===== src/logic/cfg_access_cfg.svh =====
// Constants for the configuration message interpreter
`ifndef CFG_ACCESS_CFG_SVH
`define CFG_ACCESS_CFG_SVH
`define TOK_WRITE 8'hc0
`define TOK_READ 8'hc1
`define TOK_PREAD 8'h25
`define TOK_PWRITE 8'h24
`define TOK_END 8'h01
`define TOK_ACK 8'h03
`define TOK_NACK 8'h04
`define NOREPLY_BYTE 8'hff
`define PS_RES_LOW 8'h0b
`define PS_SHIFT 8
`define FIFO_DEPTH 16
`define REG_COUNT 16
`endif


===== src/logic/cfg_access_pkg.sv =====
// Types shared by the configuration message interpreter
package cfg_access_pkg;
    typedef struct packed {
        logic ctrl;
        logic [7:0] data;
    } token_t;
    typedef enum logic [3:0] {
        ST_OP = 4'h0,
        ST_RET = 4'h1,
        ST_REG = 4'h2,
        ST_SIZE = 4'h3,
        ST_DATA = 4'h4,
        ST_END = 4'h5,
        ST_DRAIN = 4'h6,
        ST_HDR = 4'h7,
        ST_RDATA = 4'h8,
        ST_TAIL = 4'h9
    } state_t;
endpackage


===== src/logic/tok_fifo.sv =====
// Token FIFO with valid and ready on both sides
`timescale 1ns/1ps
`default_nettype none
module tok_fifo #(
    parameter int WIDTH = 9,
    parameter int DEPTH = 16
) (
    input wire logic clk_i,
    input wire logic rst_i,
    input wire logic [WIDTH-1:0] in_data_i,
    input wire logic in_valid_i,
    output logic in_ready_o,
    output logic [WIDTH-1:0] out_data_o,
    output logic out_valid_o,
    input wire logic out_ready_i
);
    localparam int AW = $clog2(DEPTH);
    logic [WIDTH-1:0] mem_q [DEPTH];
    logic [AW-1:0] wr_q, wr_d, rd_q, rd_d;
    logic [AW:0] cnt_q, cnt_d;
    logic push, pop;
    always_comb begin
        push = in_valid_i && in_ready_o;
        pop = out_valid_o && out_ready_i;
        wr_d = push ? wr_q + 1'b1 : wr_q;
        rd_d = pop ? rd_q + 1'b1 : rd_q;
        cnt_d = cnt_q + {{AW{1'b0}}, push} - {{AW{1'b0}}, pop};
    end
    assign in_ready_o = cnt_q != (AW+1)'(DEPTH);
    assign out_valid_o = cnt_q != '0;
    assign out_data_o = mem_q[rd_q];
    always_ff @(posedge clk_i or posedge rst_i) begin
        if (rst_i) begin
            wr_q <= '0;
            rd_q <= '0;
            cnt_q <= '0;
        end else begin
            wr_q <= wr_d;
            rd_q <= rd_d;
            cnt_q <= cnt_d;
        end
    end
    // Storage needs no reset; empty entries are never shown as valid
    always_ff @(posedge clk_i) begin
        if (push) begin
            mem_q[wr_q] <= in_data_i;
        end
    end
endmodule
`default_nettype wire


===== src/logic/cfg_access.sv =====
// Configuration message interpreter: decodes request tokens, accesses registers, replies
`timescale 1ns/1ps
`default_nettype none
`include "cfg_access_cfg.svh"
module cfg_access (
    input wire logic clk_i,
    input wire logic rst_i,
    input wire cfg_access_pkg::token_t rx_tok_i,
    input wire logic rx_valid_i,
    output logic rx_ready_o,
    output var cfg_access_pkg::token_t tx_tok_o,
    output logic tx_valid_o,
    input wire logic tx_ready_i,
    output logic [23:0] reply_dest_o,
    input wire logic [7:0] ps_reg_i,
    output logic [15:0] ps_res_id_o
);
    localparam int NREG = `REG_COUNT;
    localparam int AW = $clog2(NREG);
    cfg_access_pkg::state_t st_q, st_d;
    cfg_access_pkg::token_t ftok;
    logic fvalid, fready;
    logic [7:0] op_q, op_d;
    logic [23:0] ret_q, ret_d;
    // Reply address is latched at launch, so a stalled end token keeps its own address
    logic [23:0] dest_q, dest_d;
    logic [15:0] reg_q, reg_d;
    logic [7:0] size_q, size_d;
    logic [31:0] wdat_q, wdat_d;
    logic [7:0] cnt_q, cnt_d;
    logic bad_q, bad_d;
    logic [31:0] rdat_q, rdat_d;
    logic [31:0] regs_q [NREG];
    logic [7:0] pregs_q [NREG];
    logic wr_tile, wr_per;
    logic [AW-1:0] widx;
    logic [7:0] wbyte;
    cfg_access_pkg::token_t otok_q, otok_d;
    logic ovalid_q, ovalid_d;
    logic take, out_free;
    logic ok, is_per, in_range;

    tok_fifo #(.WIDTH(9), .DEPTH(`FIFO_DEPTH)) tok_fifo_i (
        .clk_i(clk_i),
        .rst_i(rst_i),
        .in_data_i(rx_tok_i),
        .in_valid_i(rx_valid_i),
        .in_ready_o(rx_ready_o),
        .out_data_o(ftok),
        .out_valid_o(fvalid),
        .out_ready_i(fready)
    );

    assign ps_res_id_o = {ps_reg_i, `PS_RES_LOW};
    assign tx_tok_o = otok_q;
    assign tx_valid_o = ovalid_q;
    assign reply_dest_o = dest_q;

    always_comb begin
        out_free = !ovalid_q || tx_ready_i;
        is_per = op_q == `TOK_PREAD || op_q == `TOK_PWRITE;
        in_range = is_per ? (reg_q[7:0] < 8'(NREG)) : (reg_q < 16'(NREG));
        ok = !bad_q && in_range;
        fready = 1'b0;
        st_d = st_q;
        op_d = op_q;
        ret_d = ret_q;
        dest_d = dest_q;
        reg_d = reg_q;
        size_d = size_q;
        wdat_d = wdat_q;
        cnt_d = cnt_q;
        bad_d = bad_q;
        rdat_d = rdat_q;
        otok_d = otok_q;
        ovalid_d = ovalid_q && !tx_ready_i;
        wr_tile = 1'b0;
        wr_per = 1'b0;
        widx = reg_q[AW-1:0];
        wbyte = ftok.data;
        take = 1'b0;
        case (st_q)
            cfg_access_pkg::ST_OP: begin
                fready = 1'b1;
                if (fvalid) begin
                    op_d = ftok.data;
                    cnt_d = 8'h00;
                    ret_d = 24'h000000;
                    reg_d = 16'h0000;
                    size_d = 8'h00;
                    bad_d = !ftok.ctrl || !(ftok.data == `TOK_WRITE || ftok.data == `TOK_READ
                        || ftok.data == `TOK_PREAD || ftok.data == `TOK_PWRITE);
                    st_d = cfg_access_pkg::ST_RET;
                    if (ftok.ctrl && ftok.data == `TOK_END) begin
                        st_d = cfg_access_pkg::ST_HDR;
                    end
                end
            end
            cfg_access_pkg::ST_RET, cfg_access_pkg::ST_REG, cfg_access_pkg::ST_SIZE,
            cfg_access_pkg::ST_DATA, cfg_access_pkg::ST_END: begin
                fready = 1'b1;
                take = fvalid;
            end
            cfg_access_pkg::ST_DRAIN: begin
                fready = 1'b1;
                if (fvalid && ftok.ctrl && ftok.data == `TOK_END) begin
                    st_d = cfg_access_pkg::ST_HDR;
                end
            end
            cfg_access_pkg::ST_HDR: begin
                if (ok && op_q == `TOK_WRITE) begin
                    wr_tile = 1'b1;
                end
                if (ok && op_q == `TOK_READ) begin
                    rdat_d = regs_q[widx];
                end
                if (ret_q[7:0] == `NOREPLY_BYTE && ok
                    && (op_q == `TOK_WRITE || op_q == `TOK_PWRITE)) begin
                    st_d = cfg_access_pkg::ST_OP;
                end else if (out_free) begin
                    otok_d = '{ctrl: 1'b1, data: ok ? `TOK_ACK : `TOK_NACK};
                    ovalid_d = 1'b1;
                    dest_d = ret_q;
                    cnt_d = 8'h00;
                    st_d = (ok && op_q == `TOK_READ) || (ok && op_q == `TOK_PREAD && size_q != 8'h00)
                        ? cfg_access_pkg::ST_RDATA : cfg_access_pkg::ST_TAIL;
                end
            end
            cfg_access_pkg::ST_RDATA: begin
                if (out_free) begin
                    ovalid_d = 1'b1;
                    cnt_d = cnt_q + 8'h01;
                    if (op_q == `TOK_READ) begin
                        otok_d = '{ctrl: 1'b0, data: rdat_q[31:24]};
                        rdat_d = {rdat_q[23:0], 8'h00};
                        if (cnt_q == 8'h03) begin
                            st_d = cfg_access_pkg::ST_TAIL;
                        end
                    end else begin
                        otok_d = '{ctrl: 1'b0, data: pregs_q[AW'(reg_q[7:0] + cnt_q)]};
                        if (cnt_q + 8'h01 == size_q) begin
                            st_d = cfg_access_pkg::ST_TAIL;
                        end
                    end
                end
            end
            cfg_access_pkg::ST_TAIL: begin
                if (out_free) begin
                    otok_d = '{ctrl: 1'b1, data: `TOK_END};
                    ovalid_d = 1'b1;
                    st_d = cfg_access_pkg::ST_OP;
                end
            end
            default: st_d = cfg_access_pkg::ST_OP;
        endcase
        // Field collection; a control token mid-field marks the message short
        if (take) begin
            cnt_d = cnt_q + 8'h01;
            if (ftok.ctrl) begin
                // Only the closing token in the end slot is a clean finish
                if (st_q != cfg_access_pkg::ST_END || ftok.data != `TOK_END) begin
                    bad_d = 1'b1;
                end
                st_d = ftok.data == `TOK_END ? cfg_access_pkg::ST_HDR : cfg_access_pkg::ST_DRAIN;
            end else begin
                case (st_q)
                    cfg_access_pkg::ST_RET: begin
                        ret_d = {ret_q[15:0], ftok.data};
                        if (cnt_q == 8'h02) begin
                            cnt_d = 8'h00;
                            st_d = cfg_access_pkg::ST_REG;
                        end
                    end
                    cfg_access_pkg::ST_REG: begin
                        reg_d = {reg_q[7:0], ftok.data};
                        if (is_per) begin
                            cnt_d = 8'h00;
                            st_d = cfg_access_pkg::ST_SIZE;
                        end else if (cnt_q == 8'h01) begin
                            cnt_d = 8'h00;
                            st_d = op_q == `TOK_WRITE ? cfg_access_pkg::ST_DATA
                                : cfg_access_pkg::ST_END;
                        end
                    end
                    cfg_access_pkg::ST_SIZE: begin
                        size_d = ftok.data;
                        cnt_d = 8'h00;
                        st_d = (op_q == `TOK_PWRITE && ftok.data != 8'h00)
                            ? cfg_access_pkg::ST_DATA : cfg_access_pkg::ST_END;
                    end
                    cfg_access_pkg::ST_DATA: begin
                        if (op_q == `TOK_PWRITE) begin
                            wr_per = reg_q[7:0] + cnt_q < 8'(NREG);
                            widx = AW'(reg_q[7:0] + cnt_q);
                            if (cnt_q + 8'h01 == size_q) begin
                                st_d = cfg_access_pkg::ST_END;
                            end
                        end else begin
                            wdat_d = {wdat_q[23:0], ftok.data};
                            if (cnt_q == 8'h03) begin
                                st_d = cfg_access_pkg::ST_END;
                            end
                        end
                    end
                    default: begin
                        bad_d = 1'b1;
                        st_d = cfg_access_pkg::ST_DRAIN;
                    end
                endcase
            end
        end
    end

    always_ff @(posedge clk_i or posedge rst_i) begin
        if (rst_i) begin
            st_q <= cfg_access_pkg::ST_OP;
            op_q <= 8'h00;
            ret_q <= 24'h000000;
            dest_q <= 24'h000000;
            reg_q <= 16'h0000;
            size_q <= 8'h00;
            wdat_q <= 32'h00000000;
            cnt_q <= 8'h00;
            bad_q <= 1'b0;
            rdat_q <= 32'h00000000;
            otok_q <= '0;
            ovalid_q <= 1'b0;
        end else begin
            st_q <= st_d;
            op_q <= op_d;
            ret_q <= ret_d;
            dest_q <= dest_d;
            reg_q <= reg_d;
            size_q <= size_d;
            wdat_q <= wdat_d;
            cnt_q <= cnt_d;
            bad_q <= bad_d;
            rdat_q <= rdat_d;
            otok_q <= otok_d;
            ovalid_q <= ovalid_d;
        end
    end

    // Register banks, one generate iteration per entry
    for (genvar i = 0; i < NREG; i++) begin : g_reg
        always_ff @(posedge clk_i or posedge rst_i) begin
            if (rst_i) begin
                regs_q[i] <= 32'h00000000;
                pregs_q[i] <= 8'h00;
            end else begin
                if (wr_tile && widx == AW'(i)) begin
                    regs_q[i] <= wdat_q;
                end
                if (wr_per && widx == AW'(i)) begin
                    pregs_q[i] <= wbyte;
                end
            end
        end
    end

    ps_id_a: assert property (@(posedge clk_i) disable iff (rst_i)
        ps_res_id_o[7:0] == 8'h0b && ps_res_id_o[15:8] == ps_reg_i)
        else $error("status resource id wrong");
    tail_end_a: assert property (@(posedge clk_i) disable iff (rst_i)
        st_q == cfg_access_pkg::ST_TAIL && out_free |=> tx_valid_o && tx_tok_o.ctrl
        && tx_tok_o.data == 8'h01)
        else $error("reply not closed by end token");
    nack_nodata_a: assert property (@(posedge clk_i) disable iff (rst_i)
        st_q == cfg_access_pkg::ST_HDR && !ok && out_free
        |=> tx_tok_o.data == 8'h04 ##0 st_q == cfg_access_pkg::ST_TAIL)
        else $error("failure reply carries data");
    read_len_a: assert property (@(posedge clk_i) disable iff (rst_i)
        st_q == cfg_access_pkg::ST_HDR && ok && op_q == 8'hc1 && out_free
        |=> tx_tok_o.data == 8'h03 && st_q == cfg_access_pkg::ST_RDATA)
        else $error("read reply does not start data");
    // An earlier end token may still be waiting; only a new token is forbidden
    noreply_a: assert property (@(posedge clk_i) disable iff (rst_i)
        st_q == cfg_access_pkg::ST_HDR && ok && op_q == 8'hc0 && ret_q[7:0] == 8'hff
        |=> st_q == cfg_access_pkg::ST_OP && !$rose(tx_valid_o) && $stable(tx_tok_o))
        else $error("suppressed write replied");
    ret_msb_a: assert property (@(posedge clk_i) disable iff (rst_i)
        st_q == cfg_access_pkg::ST_RET && take && !ftok.ctrl
        |=> ret_q[7:0] == $past(ftok.data))
        else $error("return id not shifted msb first");
    bad_op_a: assert property (@(posedge clk_i) disable iff (rst_i)
        st_q == cfg_access_pkg::ST_OP && fvalid && (!ftok.ctrl || !(ftok.data == 8'hc0
        || ftok.data == 8'hc1 || ftok.data == 8'h24 || ftok.data == 8'h25)) |=> bad_q)
        else $error("unknown opener not failed");
    per_size_a: assert property (@(posedge clk_i) disable iff (rst_i)
        st_q == cfg_access_pkg::ST_REG && take && !ftok.ctrl && is_per
        |=> st_q == cfg_access_pkg::ST_SIZE)
        else $error("peripheral register not one byte");
endmodule
`default_nettype wire


===== config.mk =====
export PLATFORM = sky130hd
export DESIGN_NAME = cfg_access
export DESIGN_NICKNAME = d
export VERILOG_FILES = /design/src/logic/cfg_access_pkg.sv /design/src/logic/tok_fifo.sv /design/src/logic/cfg_access.sv
export VERILOG_INCLUDE_DIRS = /design/src /design/src/logic
export SDC_FILE = /design/constraint.sdc
export NUM_CORES = 2
export LEC_CHECK = 0
export BUFFER_PORTS_ARGS = -buffer_cell sky130_fd_sc_hd__buf_4
export CORE_UTILIZATION = 55
export DETAILED_ROUTE_END_ITERATION = 6
export GPL_TIMING_DRIVEN = 0
export PLACE_DENSITY = 0.8
export SYNTH_ARGS = -nofsm -noshare
export SYNTH_HDL_FRONTEND = slang
export SYNTH_SLANG_ARGS = --single-unit

===== constraint.sdc =====
create_clock -name clk_i -period 38.8 [get_ports clk_i]
set_input_delay 7.76 -clock clk_i [delete_from_list [all_inputs] [get_ports clk_i]]
set_output_delay 7.76 -clock clk_i [all_outputs]
set_load 0.005 [all_outputs]

Word level (Yosys, flattened, before mapping)
Memory sizes are Yosys's and may differ from the RTL's.
Cells that the tools add are included.
{"block": "op_classes", "addsub": 6, "order_cmp": 5, "n_eq_ne": 51, "muxes": 91, "bitwise_logic": 5, "reduce_logical": 78}
{"operator": "32-bit 2-to-1 mux", "count": 5}
{"operator": "8-bit 2-to-1 mux", "count": 17}
{"operator": "32-bit binary-select mux with 4-bit select", "count": 1}
{"operator": "24-bit 2-to-1 mux", "count": 5}
{"operator": "4-bit 2-to-1 mux", "count": 21}
{"operator": "16-bit 2-to-1 mux", "count": 5}
{"operator": "32-bit case mux with 2 select lines", "count": 1}
{"operator": "8-bit case mux with 3 select lines", "count": 2}
{"operator": "1-bit logical AND", "count": 46}
{"operator": "4-bit equality test, second input constant", "count": 10}
{"operator": "8-bit equality test, second input constant", "count": 5}
{"operator": "9-bit 2-to-1 mux", "count": 4}
{"operator": "8-bit binary-select mux with 4-bit select", "count": 1}
{"operator": "4-bit by 3-bit equality test with 1-bit output, second input constant", "count": 8}
{"operator": "8-bit by 6-bit equality test with 1-bit output, second input constant", "count": 4}
{"operator": "9-bit case mux with 3 select lines", "count": 1}
{"operator": "4-bit case mux with 6 select lines", "count": 1}
{"operator": "1-bit 2-to-1 mux", "count": 23}
{"operator": "4-bit by 2-bit equality test with 1-bit output, second input constant", "count": 4}
{"operator": "8-bit by 1-bit equality test with 1-bit output, second input constant", "count": 2}
{"operator": "8-bit by 2-bit equality test with 1-bit output, second input constant", "count": 2}
{"operator": "16-bit by 5-bit less-than comparator with 1-bit output, second input constant", "count": 1}
{"operator": "8-bit by 5-bit less-than comparator with 1-bit output, second input constant", "count": 2}
{"operator": "4-bit case mux with 4 select lines", "count": 1}
{"operator": "33 further kinds", "count": 64}
{"block": "word_totals", "reg_bits": 820, "mem_bits_rw": 144, "inputBits": 21, "output_inout_bits": 51, "wordCells": 285, "mem_count": 1}
{"name": "tok_fifo_i.mem_q", "words": 16, "word_bits": 9, "read_ports": 1, "rd_ports_with_merged_regs": 0, "wr": 1, "line_no": "tok_fifo.sv:18", "text": "logic [WIDTH-1:0] mem_q [DEPTH];"}

Logic depth before layout (Yosys ltp)
{"block": "logic_depth", "depth_word": 16, "depth_mapped": 14, "mapped_depth_nobuf": 14}

Cells and area by module
Synthesis repeated with hierarchy kept, for this count alone.
{"block": "hier_totals", "cells_unflattened": 2876, "hier_area_um2": 44726.6}
{"module": "cfg_access", "n_inst": 1, "cells_each": 2528, "area_each_um2": 38393.1, "seq_area_each_um2": 20194.4}
{"module": "tok_fifo", "n_inst": 1, "cells_each": 348, "area_each_um2": 6333.6, "seq_area_each_um2": 4649.5}

Worst setup path before layout
No wires, ideal clock.
{"block": "synth_timing", "kind": "input -> output", "start": "input ps_reg_i[2]", "end": "output ps_res_id_o[10]", "arrival_time_ps": 7871, "required_time_ps": 31040, "path_slack_ps": 23169, "path_stages": 1, "n_path_buf": 1, "cell_sequence": "buf_4"}
{"item": "from (decl)", "line_no": "cfg_access.sv:15", "text": "input wire logic [7:0] ps_reg_i,"}
{"item": "to (decl)", "line_no": "cfg_access.sv:16", "text": "output logic [15:0] ps_res_id_o"}
No word-level cell between the ends.

Final worst setup path
{"block": "layout_timing", "start": "input ps_reg_i[4]", "end": "output ps_res_id_o[12]"}
No word-level cell between the ends.

==> load_flow_metrics.sql <==
INSERT INTO impl_metrics (metric_group, metric, value, unit) VALUES
('critical_path', 'worst_path_largest_cell_delay', '0.12', 'ns'),
('global_route', 'met3_resource_use_gr', '5.85', '%'),
('sta', 'final_worst_path_period_share', '40.6', '%'),
('power_and_ir_drop', 'net-switching-power', '0.000989', 'W'),
('clocking', 'clock_tree.buffer_depth', '3', ''),
('critical_path', 'worstPathMaxFanout', '1', ''),
('global_route', 'met1_usage', '38.5', '%'),
('sta', 'grt_setup_unrepaired', 'false', ''),
('power_and_ir_drop', 'seq_power_share', '40.3', '%'),
('detailed_routing', 'finalWirelength', '112000', 'µm'),
('detailed_routing', 'drt-wirelength-per-cell', '27.2', 'µm'),
('detailed_routing', 'remaining_routing_drc_violations', '4', ''),
('run', 'cap_violations', '0', ''),
('sta', 'tns', '0', 'ns'),
('sta', 'fmaxAchievable', '0.0635', 'GHz'),
('power_and_ir_drop', 'max-vdd-ir-drop', '0.0000423', 'V'),
('critical_path', 'critical_path.most_common_cell', 'sky130_fd_sc_hd__buf_4', ''),
('synthesis', 'synth_enable_flop_cells', '144', ''),
('global_route', 'first_pass_grt_wire_length', '171000', 'µm'),
('sta', 'hold_violations', '0', ''),
('global_route', 'met2_usage', '46.8', '%'),
('power_and_ir_drop', 'power.internal', '0.00189', 'W'),
('floorplanning', 'design.die.area', '79800', 'µm²'),
('final_layout', 'fill_cells', '5355', ''),
('critical_path', 'timing.critical_path.slowest_stage_cell', 'sky130_fd_sc_hd__buf_4', ''),
('synthesis', 'ys_dominant_reg_cell', 'sky130_fd_sc_hd__dfrtp_1', ''),
('power_and_ir_drop', 'power.static_leakage', '22.0', 'nW'),
('power_and_ir_drop', 'power.switching_fraction', '34.4', '%'),
('power_and_ir_drop', 'part_of_the_power_in_combinational_logic', '26.4', '%'),
('sta', 'worst_pin_slew', '1.38', 'ns'),
('clocking', 'cts_resized', '0', ''),
('global_route', 'grt_busiest_layer', 'met2', ''),
('synthesis', 'syn_inst_count', '2815', ''),
('synthesis', 'synth.cell_area', '43300', 'µm²'),
('floorplanning', 'die-height', '283', 'µm'),
('global_route', 'number_of_antenna_violations_at_the_first_check_in_global_routing', '1', ''),
('sta', 'drv_slew', '0', ''),
('sta', 'timing.max_slew.rel_slack', '6.99', '%'),
('detailed_routing', 'vias_per_cell', '6.40', ''),
('critical_path', 'end_kind', 'output pin', ''),
('detailed_routing', 'firstDrtPassIters', '7', ''),
('critical_path', 'setup.worst_path.start_class', 'input port', ''),
('detailed_routing', 'vias', '26300', ''),
('clocking', 'cts_post_setup_buffers_inserted', '0', ''),
('synthesis', 'synth_sequential_area_ratio', '57.4', '%'),
('critical_path', 'cp.buffers_inverters', '2', ''),
('final_layout', 'drive_above_1_share', '39.8', '%'),
('synthesis', 'synth-async-reset-ratio', '85.1', '%'),
('floorplanning', 'io-pin-count', '72', ''),
('synthesis', 'post_synthesis_area_per_instance', '15.4', 'µm²'),
('global_route', 'grt_overflow', '0', ''),
('critical_path', 'total_stage_count_of_the_critical_path', '2', ''),
('final_layout', 'nets', '3030', ''),
('detailed_routing', 'final_antenna_net_count', '0', ''),
('critical_path', 'critical_path.cell_chain', 'buf_4 -> buf_4', ''),
('global_route', 'grt_pass1_vias', '27800', ''),
('outcome', 'status', 'finished, violations left', ''),
('clocking', 'cts_inserted_buffers', '97', ''),
('clocking', 'ctsHtreeMaxLevel', '3', ''),
('placed_design', 'placer_congestion', '0.879', ''),
('clocking', 'cts.sinks', '964', ''),
('global_route', 'grt_total_usage', '28.8', '%'),
('power_and_ir_drop', 'total_power', '0.00288', 'W'),
('global_route', 'grt_start_max_net_pins', '148', ''),
('synthesis', 'yosys.cell_types.count', '69', ''),
('floorplanning', 'core_area', '77700', 'µm²'),
('sta', 'timing.final.setup_violations', '0', ''),
('clocking', 'clockRootBuffer', 'sky130_fd_sc_hd__clkbuf_16', ''),
('hold_path', 'holdPathStages', '2', ''),
('clocking', 'ctsHoldBuffers', '0', ''),
('outcome', 'violated_checks', 'design-rule violations', '');
-- path summary, 6_finish.rpt --
kind | end | from | slack, ns
worst max-delay path | ps_res_id_o[12] | ps_reg_i[4] | 23.05
worst min-delay path | rdat_q[21] | rdat_q[21] | 0.48
worst max register to register | regs_q[507] | tok_fifo_i.rd_q[3] | 33.43
worst min register to register | rdat_q[21] | rdat_q[21] | 0.48
max in group asynchronous | regs_q[278] | rst_i | 29.44
min in group asynchronous | regs_q[288] | rst_i | 7.16
-- synthesized netlist by cell type (11+ instances only) --
cell / number / area (µm²)
sky130_fd_sc_hd__buf_1: 28 / 105
sky130_fd_sc_hd__dfrtp_1: 820 / 20500
sky130_fd_sc_hd__nor3_1: 20 / 100
sky130_fd_sc_hd__nor4_1: 15 / 93.8
sky130_fd_sc_hd__a31oi_1: 14 / 87.6
sky130_fd_sc_hd__nor4_4: 16 / 340
sky130_fd_sc_hd__nand2_1: 140 / 526
sky130_fd_sc_hd__nand3_1: 51 / 255
sky130_fd_sc_hd__mux2_1: 20 / 225
sky130_fd_sc_hd__clkbuf_1: 150 / 563
sky130_fd_sc_hd__o21ai_0: 100 / 500
sky130_fd_sc_hd__nor2_1: 43 / 161
sky130_fd_sc_hd__buf_4: 16 / 120
sky130_fd_sc_hd__or3_1: 16 / 100
sky130_fd_sc_hd__mux2i_1: 43 / 430
sky130_fd_sc_hd__mux2_2: 675 / 7600
sky130_fd_sc_hd__edfxtp_1: 144 / 4320
sky130_fd_sc_hd__mux4_2: 234 / 5270
sky130_fd_sc_hd__buf_2: 34 / 170
sky130_fd_sc_hd__xnor2_1: 22 / 193
sky130_fd_sc_hd__a21oi_1: 25 / 125
sky130_fd_sc_hd__inv_1: 35 / 131
sky130_fd_sc_hd__ha_1: 21 / 263
sky130_fd_sc_hd__nand4_1: 11 / 68.8
-- cells in the final DEF (no fill, tap or decap), drive strengths merged, types with 6 or more instances in the layout --
cell and instances:
a21oi 25, a31oi 22, and2 7, buf 147
bufinv 9, clkbuf 282, clkinv 36, conb 8
dfrtp 820, edfxtp 144, ha 21, inv 38
mux2 695, mux2i 43, mux4 234, nand2 140
nand2b 9, nand3 51, nand4 11, nor2 43
nor2b 7, nor3 20, nor4 32, nor4b 6
o211ai 6, o21ai 100, o22ai 6, or3 16
xnor2 22, xor2 6
-- stage by stage --
stage	setup slack [ns]	instance area, µm²	cells
2_1_floorplan	8.01	43300	2821
3_3_place_gp	1.97	45000	3916
3_5_place_dp	23.05	45300	3927
4_1_cts	23.05	48600	4105
5_1_grt	23.03	48600	4105
6_report	23.05	48600	4106
-- power groups by stage --
stage | sequential [W] | combinational [W] | clock, W
2_1_floorplan | 0.00114 | 0.000491 | 0
3_3_place_gp | 0.00117 | 0.000714 | 0
3_5_place_dp | 0.00117 | 0.000746 | 0
4_1_cts | 0.00116 | 0.000753 | 0.000966
5_1_grt | 0.00117 | 0.000809 | 0.00101
6_report | 0.00116 | 0.000761 | 0.000957
-- sequential cells by signal, indices dropped and copies added (netlist names) --
register          count
ret_q                24
tok_fifo_i.mem_q    144
op_q                  8
st_q                  4
bad_q                 1
size_q                8
rdat_q               32
tok_fifo_i.rd_q       4
reg_q                16
wdat_q               32
tok_fifo_i.cnt_q      5
tx_valid_o            1
pregs_q             128
cnt_q                 8
tx_tok_o              9
reply_dest_o         24
regs_q              512
tok_fifo_i.wr_q       4
-- metal layers --
layer | up-vias | share of wire (%)
met5 | - | 0.011
met4 | 2 | 3.3
met3 | 285 | 8.1
met2 | 1214 | 49
met1 | 13900 | 40
li1 | 10800 | -
-- kinds of logic after synthesis --
kind of cell / after synthesis / synth area share, %
mux: 972 / 31.3
flops: 964 / 57.4
simple gates: 358 / 4.57
buf+inv: 269 / 2.62
compound gates: 198 / 2.82
xor+xnor: 29 / 0.619
fa+ha+maj: 23 / 0.700
other cells: 2 / 0.0174
-- cell type report --
class	instances	area [µm²]	share of cell area [%]
multi-input cells	1588	17400	35.8
plain buffers	232	997	2.05
inverters	37	146	0.301
diodes	1	2.50	0.00515
well taps	1040	1300	2.68
clock buffers	131	2730	5.61
repair buffers	66	631	1.30
clock inverters	47	551	1.13
flip-flops and latches	964	24800	51.2
(Power assumes the default switching activity.)
